File: config.mk
export PLATFORM = sky130hd
export DESIGN_NAME = deicr_regs
export DESIGN_NICKNAME = d
export VERILOG_FILES = /design/src/logic/deicr_pkg.sv /design/src/logic/deicr_regs.sv /design/src/logic/deicr_pattern_mem.sv /design/src/logic/deicr_mix_pick.sv
export VERILOG_INCLUDE_DIRS = /design/src /design/src/logic
export SDC_FILE = /design/constraint.sdc
export NUM_CORES = 1
export LEC_CHECK = 0
export ABC_AREA = 1
export BUFFER_PORTS_ARGS = -buffer_cell sky130_fd_sc_hd__buf_2
export CORE_ASPECT_RATIO = 1.25
export CORE_UTILIZATION = 50
export DETAILED_ROUTE_END_ITERATION = 8
export GPL_TIMING_DRIVEN = 0
export PLACE_DENSITY = 0.8
export SLEW_MARGIN = 20
export SYNTH_ARGS = -nofsm -noshare
export SYNTH_HDL_FRONTEND = slang
export SYNTH_SLANG_ARGS = --single-unit
export TNS_END_PERCENT = 30
File: constraint.sdc
create_clock -name i_clk -period 1.6 [get_ports i_clk]
set_clock_uncertainty 0.1 [all_clocks]
set_input_delay 0.16 -clock i_clk [delete_from_list [all_inputs] [get_ports i_clk]]
set_output_delay 0.16 -clock i_clk [all_outputs]
set_load 0.005 [all_outputs]
File: src/logic/deicr_map.svh
`ifndef DEICR_MAP_SVH
`define DEICR_MAP_SVH

`define DEICR_PORT_ADDR 16'hBEE8
`define DEICR_SEL_HI 15
`define DEICR_SEL_LO 12
`define DEICR_DATA_HI 11
`define DEICR_SEL_HEIGHT 4'h0
`define DEICR_SEL_CLIP_TOP 4'h1
`define DEICR_SEL_CLIP_LEFT 4'h2
`define DEICR_SEL_CLIP_BOTTOM 4'h3
`define DEICR_SEL_CLIP_RIGHT 4'h4
`define DEICR_SEL_VRAM_LAYOUT 4'h5
`define DEICR_SEL_PAT_EVEN 4'h8
`define DEICR_SEL_PAT_ODD 4'h9
`define DEICR_HEIGHT_HI 10
`define DEICR_HORIZ_LO 0
`define DEICR_VERT_LO 2
`define DEICR_BUFSEL_BIT 4
`define DEICR_COLOR_CYCLE_BIT 5
`define DEICR_FLASH_SEL_BIT 6
`define DEICR_MASK_HI 4
`define DEICR_ROW_HI 7
`define DEICR_MIX_SELECT_PATTERN 2'h1
`define DEICR_RESET_12 12'h000
`define DEICR_RESET_ROW 3'h0
`define DEICR_RESET_HEIGHT_OUT 12'h001
`define DEICR_RESET_HORIZ_DIV 4'h4
`define DEICR_RESET_VERT_BANKS 4'h1

`endif

File: src/logic/deicr_pkg.sv
package deicr_pkg;

    typedef struct packed {
        logic [11:0] top;
        logic [11:0] left;
        logic [11:0] bottom;
        logic [11:0] right;
    } deicr_clip_t;

    typedef struct packed {
        logic [1:0] horiz_interleave_cfg;
        logic [1:0] vert_bank_cfg;
        logic plane_buffer_select;
        logic color_reg_set_cycle;
        logic flash_write_select;
    } deicr_memcfg_t;

    typedef struct packed {
        logic [2:0] pix_x;
        logic [2:0] pix_y;
        logic nugget_odd;
        logic [2:0] nugget_pos;
    } deicr_pixel_t;

endpackage

File: src/logic/deicr_regs.sv
// Operation
// - write bits 15-12 select, 11-0 store
// - read index chooses readback sub-register
// - height count is eleven bits, plus one
// - selector 1 holds clip minimum Y
// - selector 2 holds clip minimum X
// - selector 3 holds clip maximum Y
// - selector 4 holds clip maximum X
// - horizontal field sets interleave divisor
// - vertical field sets Y divisor, banks
// - vertical 00 enters pseudo mode unless eight-plane flag set, nonzero leaves
// - buffer select picks lower or upper planes in pseudo mode
// - flash select and enable start flash write
// - colour cycle and enable write colour register
// - masks pick mix by nugget parity
// - mask bit 4 is leftmost pixel
// - pattern writes fill array via counter
// - row counter clears on four events
// - array bit selects mix, msb leftmost
// - low Y and X bits address pattern
// - even mask ignored while array enabled
// - mix select 01 picks masks or array
`timescale 1ns/1ps
`include "deicr_map.svh"
module deicr_regs (
    input wire logic i_clk,
    input wire logic i_rst_n,
    input wire logic i_soft_rst,
    input wire logic i_io_wr,
    input wire logic [15:0] i_io_addr,
    input wire logic [15:0] i_io_wdata,
    output logic [15:0] o_io_rdata,
    input wire logic [3:0] i_read_index,
    input wire logic i_ext_one_wr,
    input wire logic i_cmd_start,
    input wire logic i_pattern_en,
    input wire logic i_flash_write_enable,
    input wire logic i_eight_plane_flag,
    input wire logic [1:0] i_mix_select,
    input wire deicr_pkg::deicr_pixel_t i_pix,
    output logic [11:0] o_rect_height,
    output deicr_pkg::deicr_clip_t o_clip,
    output logic [3:0] o_horiz_divisor,
    output logic [3:0] o_vert_banks_x2,
    output logic o_pseudo_eight_plane_mode,
    output logic o_upper_planes,
    output logic o_flash_write_cycle,
    output logic o_color_reg_cycle,
    output logic o_mix_valid,
    output logic o_mix_foreground
);
    // ----------------------------------------------------------------
    // storage
    // ----------------------------------------------------------------
    logic [10:0] rect_height_count;
    deicr_pkg::deicr_clip_t clip;
    deicr_pkg::deicr_memcfg_t vram_layout_control;
    logic pseudo_eight_plane_mode;
    logic [4:0] pattern_even_mask;
    logic [4:0] pattern_odd_mask;
    logic [2:0] pattern_row;
    logic [15:0] rdata;

    logic [10:0] next_rect_height_count;
    deicr_pkg::deicr_clip_t next_clip;
    deicr_pkg::deicr_memcfg_t next_vram_layout_control;
    logic next_pseudo_eight_plane_mode;
    logic [4:0] next_pattern_even_mask;
    logic [4:0] next_pattern_odd_mask;
    logic [2:0] next_pattern_row;
    logic [15:0] next_rdata;

    logic port_wr;
    logic [3:0] wr_sel;
    logic [11:0] wr_data;
    logic pattern_wr;
    logic array_wr;
    logic [7:0] pattern_row_data;
    logic mix_fg;
    logic [11:0] next_height_out;
    logic [3:0] next_horiz_divisor;
    logic [3:0] next_vert_banks;
    logic next_upper_planes;
    logic next_flash_cycle;
    logic next_color_cycle;
    logic next_mix_valid;
    logic next_mix_fg;

    // ----------------------------------------------------------------
    // decode helpers
    // ----------------------------------------------------------------
    function automatic logic [3:0] horiz_divisor(input logic [1:0] cfg);
        logic [3:0] d;
        d = 4'h4;
        case (cfg)
            2'h0: d = 4'h4;
            2'h1: d = 4'h5;
            2'h2: d = 4'h8;
            default: d = 4'hA;
        endcase
        return d;
    endfunction

    // twice the bank count, so half a bank stays integral
    function automatic logic [3:0] vert_banks_x2(input logic [1:0] cfg);
        logic [3:0] b;
        b = 4'h1;
        case (cfg)
            2'h0: b = 4'h1;
            2'h1: b = 4'h2;
            2'h2: b = 4'h4;
            default: b = 4'h8;
        endcase
        return b;
    endfunction

    // ----------------------------------------------------------------
    // host port
    // ----------------------------------------------------------------
    // split selector and data
    assign port_wr = i_io_wr && (i_io_addr == `DEICR_PORT_ADDR);
    assign wr_sel = i_io_wdata[`DEICR_SEL_HI:`DEICR_SEL_LO];
    assign wr_data = i_io_wdata[`DEICR_DATA_HI:0];
    assign pattern_wr = port_wr && (wr_sel == `DEICR_SEL_PAT_EVEN) && i_pattern_en;
    // clear events win over a coinciding array write
    assign array_wr = pattern_wr && !i_soft_rst && !i_ext_one_wr && !i_cmd_start;

    // ----------------------------------------------------------------
    // register next state
    // ----------------------------------------------------------------
    always_comb begin
        next_rect_height_count = rect_height_count;
        next_clip = clip;
        next_vram_layout_control = vram_layout_control;
        next_pseudo_eight_plane_mode = pseudo_eight_plane_mode;
        next_pattern_even_mask = pattern_even_mask;
        next_pattern_odd_mask = pattern_odd_mask;
        if (i_soft_rst) begin
            next_rect_height_count = '0;
            next_clip = '0;
            next_vram_layout_control = '0;
            next_pseudo_eight_plane_mode = 1'b0;
            next_pattern_even_mask = '0;
            next_pattern_odd_mask = '0;
        end else if (port_wr) begin
            if (wr_sel == `DEICR_SEL_HEIGHT) begin
                next_rect_height_count = wr_data[`DEICR_HEIGHT_HI:0];
            end else if (wr_sel == `DEICR_SEL_CLIP_TOP) begin
                next_clip.top = wr_data;
            end else if (wr_sel == `DEICR_SEL_CLIP_LEFT) begin
                next_clip.left = wr_data;
            end else if (wr_sel == `DEICR_SEL_CLIP_BOTTOM) begin
                next_clip.bottom = wr_data;
            end else if (wr_sel == `DEICR_SEL_CLIP_RIGHT) begin
                next_clip.right = wr_data;
            end else if (wr_sel == `DEICR_SEL_VRAM_LAYOUT) begin
                next_vram_layout_control.horiz_interleave_cfg = wr_data[`DEICR_HORIZ_LO +: 2];
                next_vram_layout_control.vert_bank_cfg = wr_data[`DEICR_VERT_LO +: 2];
                next_vram_layout_control.plane_buffer_select = wr_data[`DEICR_BUFSEL_BIT];
                next_vram_layout_control.color_reg_set_cycle = wr_data[`DEICR_COLOR_CYCLE_BIT];
                next_vram_layout_control.flash_write_select = wr_data[`DEICR_FLASH_SEL_BIT];
                if (wr_data[`DEICR_VERT_LO +: 2] != 2'h0) begin
                    next_pseudo_eight_plane_mode = 1'b0;
                end else if (!i_eight_plane_flag) begin
                    next_pseudo_eight_plane_mode = 1'b1;
                end
            end else if (wr_sel == `DEICR_SEL_PAT_EVEN) begin
                if (!i_pattern_en) begin
                    next_pattern_even_mask = wr_data[`DEICR_MASK_HI:0];
                end
            end else if (wr_sel == `DEICR_SEL_PAT_ODD) begin
                next_pattern_odd_mask = wr_data[`DEICR_MASK_HI:0];
            end
        end
    end

    always_ff @(posedge i_clk or negedge i_rst_n) begin
        if (!i_rst_n) begin
            rect_height_count <= '0;
            clip <= '0;
            vram_layout_control <= '0;
            pseudo_eight_plane_mode <= 1'b0;
            pattern_even_mask <= '0;
            pattern_odd_mask <= '0;
        end else begin
            rect_height_count <= next_rect_height_count;
            clip <= next_clip;
            vram_layout_control <= next_vram_layout_control;
            pseudo_eight_plane_mode <= next_pseudo_eight_plane_mode;
            pattern_even_mask <= next_pattern_even_mask;
            pattern_odd_mask <= next_pattern_odd_mask;
        end
    end

    // ----------------------------------------------------------------
    // pattern row counter
    // ----------------------------------------------------------------
    always_comb begin
        next_pattern_row = pattern_row;
        if (i_soft_rst || i_ext_one_wr || i_cmd_start) begin
            next_pattern_row = `DEICR_RESET_ROW;
        end else if (pattern_wr) begin
            next_pattern_row = pattern_row + 3'h1;
        end
    end

    always_ff @(posedge i_clk or negedge i_rst_n) begin
        if (!i_rst_n) begin
            pattern_row <= `DEICR_RESET_ROW;
        end else begin
            pattern_row <= next_pattern_row;
        end
    end

    // array contents survive reset; the row counter and the array read register clear
    // low Y bits pick array row
    deicr_pattern_mem #(
        .ROWS(8),
        .WIDTH(8)
    ) u_pattern_mem (
        .i_clk(i_clk),
        .i_rst_n(i_rst_n),
        .i_wr(array_wr),
        .i_wr_row(pattern_row),
        .i_wr_data(wr_data[`DEICR_ROW_HI:0]),
        .i_rd_row(i_pix.pix_y),
        .o_rd_data(pattern_row_data)
    );

    deicr_mix_pick u_mix_pick (
        .i_pattern_en(i_pattern_en),
        .i_even_mask(pattern_even_mask),
        .i_odd_mask(pattern_odd_mask),
        .i_row_data(pattern_row_data),
        .i_pix(i_pix),
        .o_foreground(mix_fg)
    );

    // ----------------------------------------------------------------
    // readback
    // ----------------------------------------------------------------
    always_comb begin
        next_rdata = 16'h0000;
        if (i_read_index == `DEICR_SEL_HEIGHT) begin
            next_rdata = {5'h00, rect_height_count};
        end else if (i_read_index == `DEICR_SEL_CLIP_TOP) begin
            next_rdata = {4'h0, clip.top};
        end else if (i_read_index == `DEICR_SEL_CLIP_LEFT) begin
            next_rdata = {4'h0, clip.left};
        end else if (i_read_index == `DEICR_SEL_CLIP_BOTTOM) begin
            next_rdata = {4'h0, clip.bottom};
        end else if (i_read_index == `DEICR_SEL_CLIP_RIGHT) begin
            next_rdata = {4'h0, clip.right};
        end else if (i_read_index == `DEICR_SEL_VRAM_LAYOUT) begin
            next_rdata = {9'h000, vram_layout_control.flash_write_select,
                vram_layout_control.color_reg_set_cycle, vram_layout_control.plane_buffer_select,
                vram_layout_control.vert_bank_cfg, vram_layout_control.horiz_interleave_cfg};
        end else if (i_read_index == `DEICR_SEL_PAT_EVEN) begin
            next_rdata = {11'h000, pattern_even_mask};
        end else if (i_read_index == `DEICR_SEL_PAT_ODD) begin
            next_rdata = {11'h000, pattern_odd_mask};
        end
    end

    always_ff @(posedge i_clk or negedge i_rst_n) begin
        if (!i_rst_n) begin
            rdata <= 16'h0000;
        end else begin
            rdata <= next_rdata;
        end
    end

    // ----------------------------------------------------------------
    // derived controls
    // ----------------------------------------------------------------
    always_comb begin
        // drawn height is count plus one
        next_height_out = {1'b0, rect_height_count} + 12'h001;
        next_horiz_divisor = horiz_divisor(vram_layout_control.horiz_interleave_cfg);
        next_vert_banks = vert_banks_x2(vram_layout_control.vert_bank_cfg);
        // upper planes only in pseudo mode
        next_upper_planes = pseudo_eight_plane_mode && vram_layout_control.plane_buffer_select;
        next_flash_cycle = vram_layout_control.flash_write_select && i_flash_write_enable;
        next_color_cycle = vram_layout_control.color_reg_set_cycle && i_flash_write_enable;
    end

    always_ff @(posedge i_clk or negedge i_rst_n) begin
        if (!i_rst_n) begin
            o_rect_height <= `DEICR_RESET_HEIGHT_OUT;
            o_horiz_divisor <= `DEICR_RESET_HORIZ_DIV;
            o_vert_banks_x2 <= `DEICR_RESET_VERT_BANKS;
            o_upper_planes <= 1'b0;
            o_flash_write_cycle <= 1'b0;
            o_color_reg_cycle <= 1'b0;
        end else begin
            o_rect_height <= next_height_out;
            o_horiz_divisor <= next_horiz_divisor;
            o_vert_banks_x2 <= next_vert_banks;
            o_upper_planes <= next_upper_planes;
            o_flash_write_cycle <= next_flash_cycle;
            o_color_reg_cycle <= next_color_cycle;
        end
    end

    // ----------------------------------------------------------------
    // mix select
    // ----------------------------------------------------------------
    always_comb begin
        next_mix_valid = (i_mix_select == `DEICR_MIX_SELECT_PATTERN);
        next_mix_fg = next_mix_valid && mix_fg;
    end

    always_ff @(posedge i_clk or negedge i_rst_n) begin
        if (!i_rst_n) begin
            o_mix_valid <= 1'b0;
            o_mix_foreground <= 1'b0;
        end else begin
            o_mix_valid <= next_mix_valid;
            o_mix_foreground <= next_mix_fg;
        end
    end

    // ----------------------------------------------------------------
    // outputs
    // ----------------------------------------------------------------
    assign o_io_rdata = rdata;
    assign o_clip = clip;
    assign o_pseudo_eight_plane_mode = pseudo_eight_plane_mode;
endmodule

File: src/logic/deicr_pattern_mem.sv
`timescale 1ns/1ps
module deicr_pattern_mem #(
    parameter int ROWS = 8,
    parameter int WIDTH = 8
) (
    input wire logic i_clk,
    input wire logic i_rst_n,
    input wire logic i_wr,
    input wire logic [$clog2(ROWS)-1:0] i_wr_row,
    input wire logic [WIDTH-1:0] i_wr_data,
    input wire logic [$clog2(ROWS)-1:0] i_rd_row,
    output logic [WIDTH-1:0] o_rd_data
);
    logic [WIDTH-1:0] mem [ROWS];
    logic [WIDTH-1:0] next_rd_data;

    always_comb begin
        next_rd_data = mem[i_rd_row];
    end

    always_ff @(posedge i_clk or negedge i_rst_n) begin
        if (!i_rst_n) begin
            o_rd_data <= '0;
        end else begin
            o_rd_data <= next_rd_data;
        end
    end

    always_ff @(posedge i_clk) begin
        if (i_wr) begin
            mem[i_wr_row] <= i_wr_data;
        end
    end
endmodule

File: src/logic/deicr_mix_pick.sv
`timescale 1ns/1ps
module deicr_mix_pick (
    input wire logic i_pattern_en,
    input wire logic [4:0] i_even_mask,
    input wire logic [4:0] i_odd_mask,
    input wire logic [7:0] i_row_data,
    input wire deicr_pkg::deicr_pixel_t i_pix,
    output logic o_foreground
);
    logic [4:0] mask;

    always_comb begin
        mask = i_pix.nugget_odd ? i_odd_mask : i_even_mask;
        if (i_pattern_en) begin
            o_foreground = i_row_data[3'h7 - i_pix.pix_x];
        end else if (i_pix.nugget_pos > 3'h4) begin
            o_foreground = 1'b0;
        end else begin
            o_foreground = mask[3'h4 - i_pix.nugget_pos];
        end
    end
endmodule

==> Yosys cells after proc, flatten, opt, wreduce, memory -nomap -nowiden <==
Memories as Yosys holds them, arrays and structs flattened. A register that Yosys moved wholly into a read port is not among the register bits.
Index checks and enable logic that the tools add are counted.
{ "word_totals": {"regBits": 121, "mem_count": 1, "word_cells": 172, "output_inout_bits": 90, "mem_bits_rw": 64} }
{ "mem_list": {"columns": ["name", "words", "word_bits", "rd", "rd_clocked_by_memory_dff", "write_ports", "line", "text"], "rows": [
  ["u_pattern_mem.mem", 8, 8, 1, 1, 1, "deicr_pattern_mem.sv:14", "logic [WIDTH-1:0] mem [ROWS];"]
]} }
{ "classes": {"order_cmp": 3, "n_mux": 72, "n_eq_ne": 29, "reduce_logical": 40, "addsub": 4} }
{ "ops": {"columns": ["op", "n"], "rows": [
  ["$mux W48", 3],
  ["$mux W12", 10],
  ["$mux W5", 23],
  ["$mux W7", 9],
  ["$mux W36", 1],
  ["$mux W11", 3],
  ["$mux W24", 1],
  ["$pmux W4 S3", 2],
  ["$reduce_bool A2 Y1", 11],
  ["$reduce_and A9 Y1", 2],
  ["$eq A16 B16 Y1 const B", 1],
  ["$eq A4 B2 Y1 const B", 4],
  ["$eq A4 B3 Y1 const B", 4],
  ["$eq A4 B4 Y1 const B", 4],
  ["$mux W1", 16],
  ["$ne A2 B2 Y1 const B", 8],
  ["$add A11 B1 Y12 const B", 1],
  ["$logic_and A1 B1 Y1", 10],
  ["$eq A4 B1 Y1 const B", 2],
  ["$logic_not A4 Y1", 2],
  ["$lt A3 B4 Y1 const B", 2],
  ["$reduce_and A8 Y1", 1],
  ["$reduce_and A7 Y1", 1],
  ["$bmux W1 S3", 2],
  ["other kinds (15)", 25]
]} }

==> Longest topological paths before layout <==
Gate-level depths: netlist (run 1).
{ "depth": {"word_depth": 11, "mapped_depth": 10, "depth_no_buf": 9} }

==> By module <==
A second synthesis (run 1) with hierarchy kept.
{ "hier_totals": {"cells_unflattened": 1021, "hier_area_um2": 8888.5} }
{ "modules_own_cells": {"columns": ["mod", "n_inst", "cells_per_inst", "area_per_inst_um2"], "rows": [
  ["deicr_regs", 1, 660, 5540.3],
  ["deicr_pattern_mem", 1, 303, 3090.5],
  ["deicr_mix_pick", 1, 58, 257.7]
]} }

==> Worst setup path after synthesis (run 1) <==
Ideal clock, no wire load.
{ "synth_timing": {"path_type": "input to register", "start": "input i_io_addr[1]", "end": "memory u_pattern_mem.mem[1][0] (enable)", "required_ps": 1130, "slack_ps": -128, "path_buffers": 0, "stages": 7, "t_arrival_ps": 1258, "cell_sequence": "nor2_2 -> nand3_2 -> nor2_4 -> nand2_2 -> nor2_4 -> nand2_1 -> nor2_1"} }
{ "synth_between": {"elab_chain_len": 9} }
{ "synth_lines": {"columns": ["item", "line", "text"], "rows": [
  ["start: declaration", "deicr_regs.sv:30", "input wire logic [15:0] i_io_addr,"],
  ["$eq A16 B16 Y1 (no source line)", null, null],
  ["$logic_and A1 B1 Y1", "deicr_regs.sv:121", "assign port_wr = i_io_wr && (i_io_addr == `DEICR_PORT_ADDR);"],
  ["$logic_and A1 B1 Y1 (2 in a row)", "deicr_regs.sv:124", "assign pattern_wr = port_wr && (wr_sel == `DEICR_SEL_PAT_EVEN) && i_pattern_en;"],
  ["$logic_and A1 B1 Y1 (3 in a row)", "deicr_regs.sv:126", "assign array_wr = pattern_wr && !i_soft_rst && !i_ext_one_wr && !i_cmd_start;"],
  ["$mux W1", "deicr_pattern_mem.sv:30", "if (i_wr) begin"],
  ["$mux W1 (implied by the code)", "deicr_pattern_mem.sv:31", "mem[i_wr_row] <= i_wr_data;"],
  ["end: declaration", "deicr_pattern_mem.sv:14", null]
]} }
No other way between the ends.

==> Worst setup path after layout (run 1) <==
{ "layout_timing": {"start": "input i_io_wdata[12]", "end": "memory u_pattern_mem.mem[7][5] (enable)"} }
{ "layout_between": {"elab_chain_len": 8} }
{ "layout_lines": {"columns": ["item", "line", "text"], "rows": [
  ["start: declaration", "deicr_regs.sv:31", "input wire logic [15:0] i_io_wdata,"],
  ["$eq A4 B4 Y1 (no source line)", null, null],
  ["$logic_and A1 B1 Y1 (2 in a row)", "deicr_regs.sv:124", null],
  ["$logic_and A1 B1 Y1 (3 in a row)", "deicr_regs.sv:126", null],
  ["$mux W1", "deicr_pattern_mem.sv:30", null],
  ["$mux W1 (implied by the code)", "deicr_pattern_mem.sv:31", null]
]} }
No other way between the ends.

==> flow_summary.ini, run 1 <==
[status]
status = finished, violations left
violations = negative setup slack

[floorplanning]
die_h_um = 147.5
coreArea_um2 = 16400
die_x_um = 118.4
initial_core_util_pct = 51.62
pin_count = 147
dieArea_um2 = 17450
rows = 52

[sta]
hold_ws_ns = 0.02302
hold_viol = 0
fin_crit_sh_pct = 102.7
fmax_mhz = 608.5
grt_setup_unrepaired = yes
tightest_slew_ns = 0.6315
slew-limit-headroom_pct = 57.90
drv_slew = 0
worst_slack_ns = -0.04331
fin_tns_setup_ns = -0.4974
finalCriticalPeriod_ns = 1.643
finalSetupViolCount = 20

[yosys]
synthArstFlopShare_pct = 66.14
synth_cell_type_count = 34
synth_edf_count = 64
ys_ff_latch = 189
syn_avg_cell_area_um2 = 9.071
synthesis.area_um2 = 8463
yosysWarnings = 0
synthCells = 933
synth_ff_type = dfrtp_1
yosysSeqAreaShare_pct = 59.71

[min_path]
hp-class = in2reg
min_from = i_io_wdata[8]
holdPathEnd = o_clip[32]
hold_path_depth = 5

[layout]
area_delta_synth_final_pct = 21.59
design_area_um2 = 10290
antennaDiodeCount = 0
nets = 1173
drive_above_1_share_pct = 22.47
fillerInstances = 1350

[clocking]
cts-root-buf = clkbuf_16
path_clk_slew_ns = 0.07
clockBufferDepth = 2
insertion_delay_ns = 0.44
cts_sinks = 189
numCtsBuffers = 17
cts_tree = built
htree_levels = 4
post_cts_buffers = 0

[global_route]
grt_first_pass_wirelength_um = 36320
grt_overflow = 0
grt_pass1_vias = 7014
grtUsageMet3_pct = 5.363
grt_usage_pct = 27.38
grt_max_degree = 77
met2_usage_pct = 45.44
globalRouteMet1Util_pct = 33.05
grt-busiest-layer = met2
antenna_found_initial = 0

[power_and_ir_drop]
p_per_area_nw_per_um2 = 1007
leakagePower_nw = 5.199
p_clk_share_pct = 40.1
power_switching_mw = 2.613
seqPwrFrac_pct = 50.9
p_sw_share_pct = 25.21
ir_drop_uv = 591.3
p_comb_share_pct = 8.9
p_int_mw = 7.751

[worst_setup_path]
crit_path_end_kind = flip-flop
rr_endpoint = u_pattern_mem.mem[1][5]
cp-start-kind = input port
crit_path_max_incr_delay_ns = 0.44
cp.arrival_ns = 1.62
cp_num_buf_inv = 1
path_cells = buf_2 > nor2_2 > nand3_1 > nor2_2 > nand2_2 > nor2_4 > nand2_1 > nor2_2
rr_startpoint = pattern_row[1]
critPathTopFamily = simple AND/OR/NAND/NOR gates
crit_slowest_cell = nor2_2
path_class = in2reg
reg2reg_slack_ns = 0.05
cp_max_fo = 8
crit_top_cell = nor2_2
cp.required_ns = 1.57
worst-r2r-cell-count = 3

[placement]
numPortBuffers = 140
place_area_um2 = 9479
gp_congestion = 0.9188
hpwl_um = 16290

[route]
antenna_violating_nets_post_route = 0
dr.pass1.iters = 7
drtIter0Drc = 598
wl_per_cell_um = 17.08
wl_um = 22930
route.detailed.drc = 0
vias = 7189
via_per_inst = 5.357

[run]
drv_cap = 0
==> worst reg2reg max path: cells and delay by family (launching register included) <==
| family | cells | cell delay, ns |
|---|---|---|
| buffers and inverters | 1 | 0.09 |
| AND/OR/NAND/NOR | 2 | 0.56 |
| flip-flops | 1 | 0.44 |
==> sequential cells by signal, summed over array words and instances, names as in the netlist, 3 cells and up <==
signal                   count
rect_height_count           11
o_clip                      48
pattern_odd_mask             5
u_pattern_mem.mem           64
o_horiz_divisor              4
o_rect_height               12
u_pattern_mem.o_rd_data      8
o_io_rdata                  12
vram_layout_control          7
pattern_row                  3
o_vert_banks_x2              4
pattern_even_mask            5
==> Yosys cell counts (all sizes together), types with 4 or more instances <==
master / n / area share (%)
buf: 26 / 2.1
nand3: 122 / 7.5
edfxtp: 64 / 23
nor3: 6 / 0.59
a31oi: 9 / 0.67
o211ai: 4 / 0.35
o21ai: 60 / 3.5
dfrtp: 122 / 36
inv: 82 / 3.7
nand2: 282 / 13
xor2: 10 / 1.0
nor2: 107 / 5.4
clkbuf: 10 / 0.68
a21oi: 15 / 0.89
==> power groups by stage <==
stage | sequential (mW) | combinational, mW | clock (mW)
2_1_floorplan | 5.35 | 0.444 | 0
3_3_place_gp | 5.37 | 0.855 | 0
3_5_place_dp | 5.37 | 0.889 | 0
4_1_cts | 5.27 | 0.925 | 4.19
5_1_grt | 5.29 | 1.03 | 4.37
6_report | 5.28 | 0.927 | 4.16
==> per-stage QoR <==
stage	utilization (%)	std cells	setup WS (ns)	total power, mW
after floorplan	-	936	-0.1279	5.789
after CTS	62.42	1342	-0.1749	10.39
final	62.76	1342	-0.04331	10.36
after global placement	57.61	1292	-1.341	6.221
after detailed placement	57.81	1293	-0.6478	6.256
after global routing	62.76	1342	-0.1454	10.69
==> worst max path at each step <==
stage | startpoint | to | cells after the start
CTS | i_io_wdata[12] | u_pattern_mem.mem[2][3] | 8
floorplan | i_io_addr[1] | u_pattern_mem.mem[1][0] | 7
global route | i_io_wdata[12] | u_pattern_mem.mem[7][5] | 8
global placement | i_rst_n | rect_height_count[8] | 1
detailed placement | i_io_wdata[12] | u_pattern_mem.mem[2][1] | 8
finish | i_io_wdata[12] | u_pattern_mem.mem[7][5] | 8
==> metal layers <==
| layer | part of all wire [%] | wire length (µm) | vias up |
|---|---|---|---|
| met5 | 0 | 0 | - |
| met4 | 4.9 | 1123 | 0 |
| met3 | 7.1 | 1633 | 78 |
| met2 | 50 | 11370 | 333 |
| met1 | 38 | 8802 | 3388 |
| li1 | - | - | 3390 |
==> layout by cell type, fill, tap and decap left out, types with 6 or more instances in the layout <==
| cell type | n |
|---|---|
| a21oi_1 | 15 |
| a31oi_1 | 9 |
| buf_2 | 151 |
| buf_4 | 8 |
| buf_6 | 6 |
| clkbuf_1 | 8 |
| clkbuf_16 | 19 |
| dfrtp_1 | 119 |
| dlygate4sd3_1 | 17 |
| edfxtp_1 | 64 |
| inv_1 | 77 |
| nand2_1 | 274 |
| nand2_2 | 8 |
| nand3_1 | 116 |
| nand3_2 | 6 |
| nor2_1 | 83 |
| nor2_2 | 16 |
| nor2_4 | 8 |
| o21ai_0 | 50 |
| o21ai_1 | 10 |
| xor2_1 | 10 |
==> logic make-up (layout without fill, tap and decap cells) <==
family | after synthesis | count (layout) | share of synthesized area [%]
buffers and inverters | 118 | 308 | 6.535
other | 1 | 4 | 0.04431
AND/OR/NAND/NOR | 523 | 523 | 26.69
adder cells (fa/ha/maj) | 3 | 3 | 0.4436
flip-flops | 189 | 189 | 59.71
XOR/XNOR | 10 | 10 | 1.035
AO/OA/AOI/OAI | 89 | 89 | 5.544
==> repair_timing <==
| item | 4_1_cts | 5_1_grt |
|---|---|---|
| gates resized for setup | 1 | 18 |
| hold buffers | 17 | 0 |
| setup endpoints to repair | 65 | 68 |
| hold endpoints to repair | 133 | 0 |
==> cell type report <==
type                       count  area (µm²)  area share, %
buffer                        36       237.7          2.310
clock buffer                  21       494.2          4.803
clock inverter                11       90.09         0.8755
inverter                      82       315.3          3.064
multi-input combinational    629        2920          28.38
sequential                   189        5057          49.15
tap                          216       270.3          2.626
timing repair buffer         158       904.6          8.791
No activity file was read; power rests on OpenSTA's default activity.
==> run 2: changes to the inputs <==
--- a/config.mk
+++ b/config.mk
@@ -12,2 +12,3 @@
 export CORE_UTILIZATION = 50
+export CTS_BUF_LIST = sky130_fd_sc_hd__clkbuf_16
 export DETAILED_ROUTE_END_ITERATION = 8
==> constraint.sdc (replaced) <==
create_clock -name i_clk -period 1.6 [get_ports i_clk]
set_clock_uncertainty 0.1 [all_clocks]
set_input_delay 0.24 -clock i_clk [delete_from_list [all_inputs] [get_ports i_clk]]
set_output_delay 0.24 -clock i_clk [all_outputs]
set_load 0.005 [all_outputs]
==> flow_summary.ini, run 2 (synthesized netlist as in run 1, its figures left out) <==
[power_and_ir_drop]
p_comb_share_pct = 8.8
finalPower_mw = 10.37
p_clk_share_pct = 40.3
leakagePower_nw = 5.198
p_sw_share_pct = 25.99
seqPwrFrac_pct = 50.9
power_switching_mw = 2.695
p_int_mw = 7.675
p_per_area_nw_per_um2 = 1010
ir_drop_uv = 726.8

[worst_setup_path]
cp.arrival_ns = 1.55
cp_max_fo = 8
cp.required_ns = 1.61
crit_top_cell = nor2_4
crit_path_max_incr_delay_ns = 0.29
crit_slowest_cell = nor2_4
path_cells = buf_2 > nor2_4 > nand3_2 > nor2_4 > nand2_2 > nor2_4 > nand2_4 > nor2_4
path_class = in2reg
crit_path_end_kind = flip-flop
cp-start-kind = input port

[global_route]
grt_usage_pct = 27.48
grt_overflow = 0
antenna_found_initial = 0
grt_pass1_vias = 6963
grt_max_degree = 70
grt_first_pass_wirelength_um = 36220

[min_path]
hp-class = in2reg

[placement]
hpwl_um = 16000
place_inst = 1293
gp_congestion = 0.9062
place_area_um2 = 9525
numPortBuffers = 140

[route]
wl_per_cell_um = 17.08
drtIter0Drc = 664
wl_um = 22800
route.detailed.drc = 0
dr.pass1.iters = 5
vias = 7252
via_per_inst = 5.432
antenna_violating_nets_post_route = 0

[clocking]
numCtsBuffers = 17
cts_tree = built
cts_sinks = 189
insertion_delay_ns = 0.44
path_clk_slew_ns = 0.07
clockBufferDepth = 2
cts-root-buf = clkbuf_16
htree_levels = 4

[sta]
hold_viol = 0
fin_crit_sh_pct = 95.90
hold_ws_ns = 0.01271
finalCriticalPeriod_ns = 1.534
finalSetupViolCount = 0
tightest_slew_ns = 0.6337
grt_setup_unrepaired = yes
drv_slew = 0
fin_tns_setup_ns = 0
slew-limit-headroom_pct = 57.75
fmax_mhz = 651.7

[floorplanning]
dieArea_um2 = 17450
die_h_um = 147.5
pin_count = 147
coreArea_um2 = 16400
rows = 52
initial_core_util_pct = 51.62
die_x_um = 118.4

[layout]
area_delta_synth_final_pct = 21.33
drive_above_1_share_pct = 23.06
design_area_um2 = 10270
nets = 1166
final_cell_mix = nand2_1, buf_2, dfrtp_1
regMostFlops = u_pattern_mem.mem
antennaDiodeCount = 0
largest_reg_flops = 64
post_layout_nonfiller_instances = 1335
final_common_cell = nand2_1

[run]
drv_cap = 0

[status]
status = finished clean
==> run 2: path summary, 6_finish.rpt <==
check	cells after the start	slack [ns]	start	end
max reg2reg	6	0.07	rect_height_count[1]	o_rect_height[10]
max in group asynchronous	3	0.49	i_rst_n	rect_height_count[2]
min in group asynchronous	2	0.20	i_rst_n	u_pattern_mem.o_rd_data[1]
max	8	0.07	i_io_wdata[12]	u_pattern_mem.mem[0][2]
min	1	0.01	i_io_wdata[2]	u_pattern_mem.mem[1][2]
min reg2reg	1	0.38	vram_layout_control[4]	o_vert_banks_x2[0]
==> run 2: critical path, delay by kind of cell <==
| family | cells | cell delay [ns] |
|---|---|---|
| simple gates | 7 | 1.16 |
| buf+inv | 1 | 0.13 |
==> run 2: area by class of cell <==
| class | count | area, µm² |
|---|---|---|
| buffer | 36 | 237.7 |
| clock buffer | 17 | 425.4 |
| clock inverter | 15 | 152.6 |
| fill | 1371 | 6127 |
| inverter | 82 | 315.3 |
| multi-input combinational | 629 | 2963 |
| sequential | 189 | 5056 |
| tap | 216 | 270.3 |
| timing repair buffer | 151 | 848.3 |
==> run 2: through the flow <==
stage               util (%)  setup slack [ns]
finish                 62.63           0.06553
global route           62.63          -0.03703
CTS                    61.87           -0.1115
detailed placement     58.10           -0.5445
global placement       57.87            -1.482
floorplan                  -          -0.07340
==> run 2: repair_timing <==
action | 4_1_cts | 5_1_grt
hold buffers | 4 | 0
gates cloned | 0 | 0
setup buffers | 0 | 6
setup endpoints to repair | 41 | 66
pin swaps | 1 | 6
hold endpoints to repair | 60 | 0
resized for setup | 1 | 12
==> run 2: power by group through the flow <==
stage	combinational (mW)	clock, mW	sequential (mW)
after floorplan	0.444	0	5.35
after global placement	0.856	0	5.37
after detailed placement	0.885	0	5.37
after CTS	0.901	4.21	5.27
after global routing	1.02	4.38	5.29
final	0.909	4.18	5.28
==> run 2: per-layer routing <==
metal | vias up | part of all wire, % | track usage [%] | wire length, µm
met5 | - | 0 | 0 | 0
met4 | 0 | 4.8 | 16.03 | 1084
met3 | 75 | 8.1 | 6.057 | 1847
met2 | 392 | 49 | 45.15 | 11210
met1 | 3420 | 38 | 33.49 | 8657
li1 | 3365 | - | - | -
==> run 3: changes to the inputs <==
- CORE_UTILIZATION: 50 -> 56
- PLACE_DENSITY: 0.8 -> 0.88
==> flow_summary.ini, run 3 (synthesized netlist as in run 1, its figures left out) <==
[status]
status = finished, violations left
violations = design-rule violations

[layout]
drive_above_1_share_pct = 22.86
largest_reg_flops = 64
final_cell_mix = nand2_1, buf_2, dfrtp_1
design_area_um2 = 10220
final_common_cell = nand2_1
area_delta_synth_final_pct = 20.76
nets = 1167
regMostFlops = u_pattern_mem.mem

[worst_setup_path]
crit_path_end_kind = flip-flop
cp.required_ns = 1.61
critPathCapture = u_pattern_mem.mem[0][1]
rr_startpoint = rect_height_count[1]
cp.arrival_ns = 1.53
cp-start-kind = input port
cp_num_buf_inv = 1
cp_max_fo = 8
crit_slowest_cell = nor2_4
path_class = in2reg
path_cells = buf_2 > nor2_4 > nand3_2 > nor2_4 > nand2_2 > nor2_4 > nand2_4 > nor2_4
crit_top_cell = nor2_4
critPathTopFamily = simple AND/OR/NAND/NOR gates
rr_endpoint = o_rect_height[9]
cp.depth = 8
reg2reg_slack_ns = 0.10
cp-startpoint = i_io_wdata[12]
crit_path_max_incr_delay_ns = 0.28
worst-r2r-cell-count = 7

[placement]
numPortBuffers = 140
place_area_um2 = 9474
hpwl_um = 16060
gp_congestion = 0.9346

[floorplanning]
coreArea_um2 = 14590
die_x_um = 112.0
rows = 49
initial_core_util_pct = 58.00
die_h_um = 139.4
dieArea_um2 = 15610
pin_count = 147

[route]
route.detailed.drc = 4
via_per_inst = 5.784
wl_um = 23660
dr.pass1.iters = 7
drtIter0Drc = 929
vias = 7513
wl_per_cell_um = 18.22
antenna_violating_nets_post_route = 0

[min_path]
hp-class = in2reg
hold_path_depth = 1

[global_route]
grt_first_pass_wirelength_um = 36740
grt_pass1_vias = 7200
grt_usage_pct = 30.98
grt_overflow = 0
antenna_found_initial = 1
grt_max_degree = 71

[sta]
hold_viol = 0
finalSetupViolCount = 0
slew-limit-headroom_pct = 54.97
grt_setup_unrepaired = yes
drv_slew = 0
fmax_mhz = 658.7
tightest_slew_ns = 0.6754
finalCriticalPeriod_ns = 1.518
fin_crit_sh_pct = 94.88

[clocking]
insertion_delay_ns = 0.43
htree_levels = 4
cts_tree = built
numCtsBuffers = 17
cts_sinks = 189
cts-root-buf = clkbuf_16
clockBufferDepth = 2
path_clk_slew_ns = 0.07

[power_and_ir_drop]
ir_drop_uv = 856.1
p_comb_share_pct = 9.1
p_per_area_nw_per_um2 = 1001
seqPwrFrac_pct = 51.6
power_switching_mw = 2.539
finalPower_mw = 10.23
p_sw_share_pct = 24.83
p_int_mw = 7.688
p_clk_share_pct = 39.3
leakagePower_nw = 5.196

[run]
drv_cap = 0
## run 3: cell type report
cell class	instances	area, µm²
timing repair buffer	152	852.1
inverter	82	315.3
clock inverter	14	105.1
multi-input combinational	629	2978
buffer	36	237.7
fill	1002	4372
tap	178	222.7
clock buffer	18	450.4
antenna	1	2.502
sequential	189	5056
## run 3: power groups by stage
stage / clock network (mW) / registers (mW) / logic (mW)
after floorplan: 0 / 5.35 / 0.444
after global placement: 0 / 5.36 / 0.847
after detailed placement: 0 / 5.37 / 0.887
after CTS: 4.01 / 5.27 / 0.907
after global routing: 4.20 / 5.29 / 1.03
final: 4.02 / 5.28 / 0.927
## run 3: routing by layer
metal  part of all wire (%)  up-vias  global-route usage [%]
li1                       -     3371                       -
met1                     35     3542                   36.80
met2                     50      514                   52.47
met3                    9.8       86                   5.967
met4                    4.9        0                   18.32
met5                      0        -                       0
## run 3: metrics by stage
stage          std cells  setup TNS, ns  utilization [%]  hold slack (ns)  setup slack, ns
4_1_cts             1291         -1.249            69.04         0.003837         -0.04796
3_5_place_dp        1255         -29.24            64.93           0.1995          -0.5052
5_1_grt             1299              0            70.04          0.01498         0.003526
3_3_place_gp        1254        -201.05            64.70           0.3085           -1.425
6_report            1299              0            70.04          0.02304          0.08194
2_1_floorplan        936         -3.312                -          -0.1556         -0.07340
## run 3: what timing repair did
action	in CTS	in global routing
resized for setup	2	15
endpoints found under the setup margin	33	66
hold buffers	4	0
setup buffers	0	7
hold endpoints to repair	72	0
pin swaps	0	9
## run 3: how the worst min path moves through the flow
stage	from	to
floorplan	i_rst_n	o_clip[0]
global placement	i_mix_select[1]	o_mix_valid
detailed placement	i_rst_n	u_pattern_mem.o_rd_data[7]
CTS	i_ext_one_wr	pattern_row[0]
global route	i_io_wdata[6]	u_pattern_mem.mem[7][6]
finish	i_io_wdata[6]	u_pattern_mem.mem[7][6]
## run 3: worst register-to-register path: cells and delay by family, from the launching register on
kind             cells  cell delay [ns]
DFF                  1             0.41
and+or+nand+nor      7             0.87
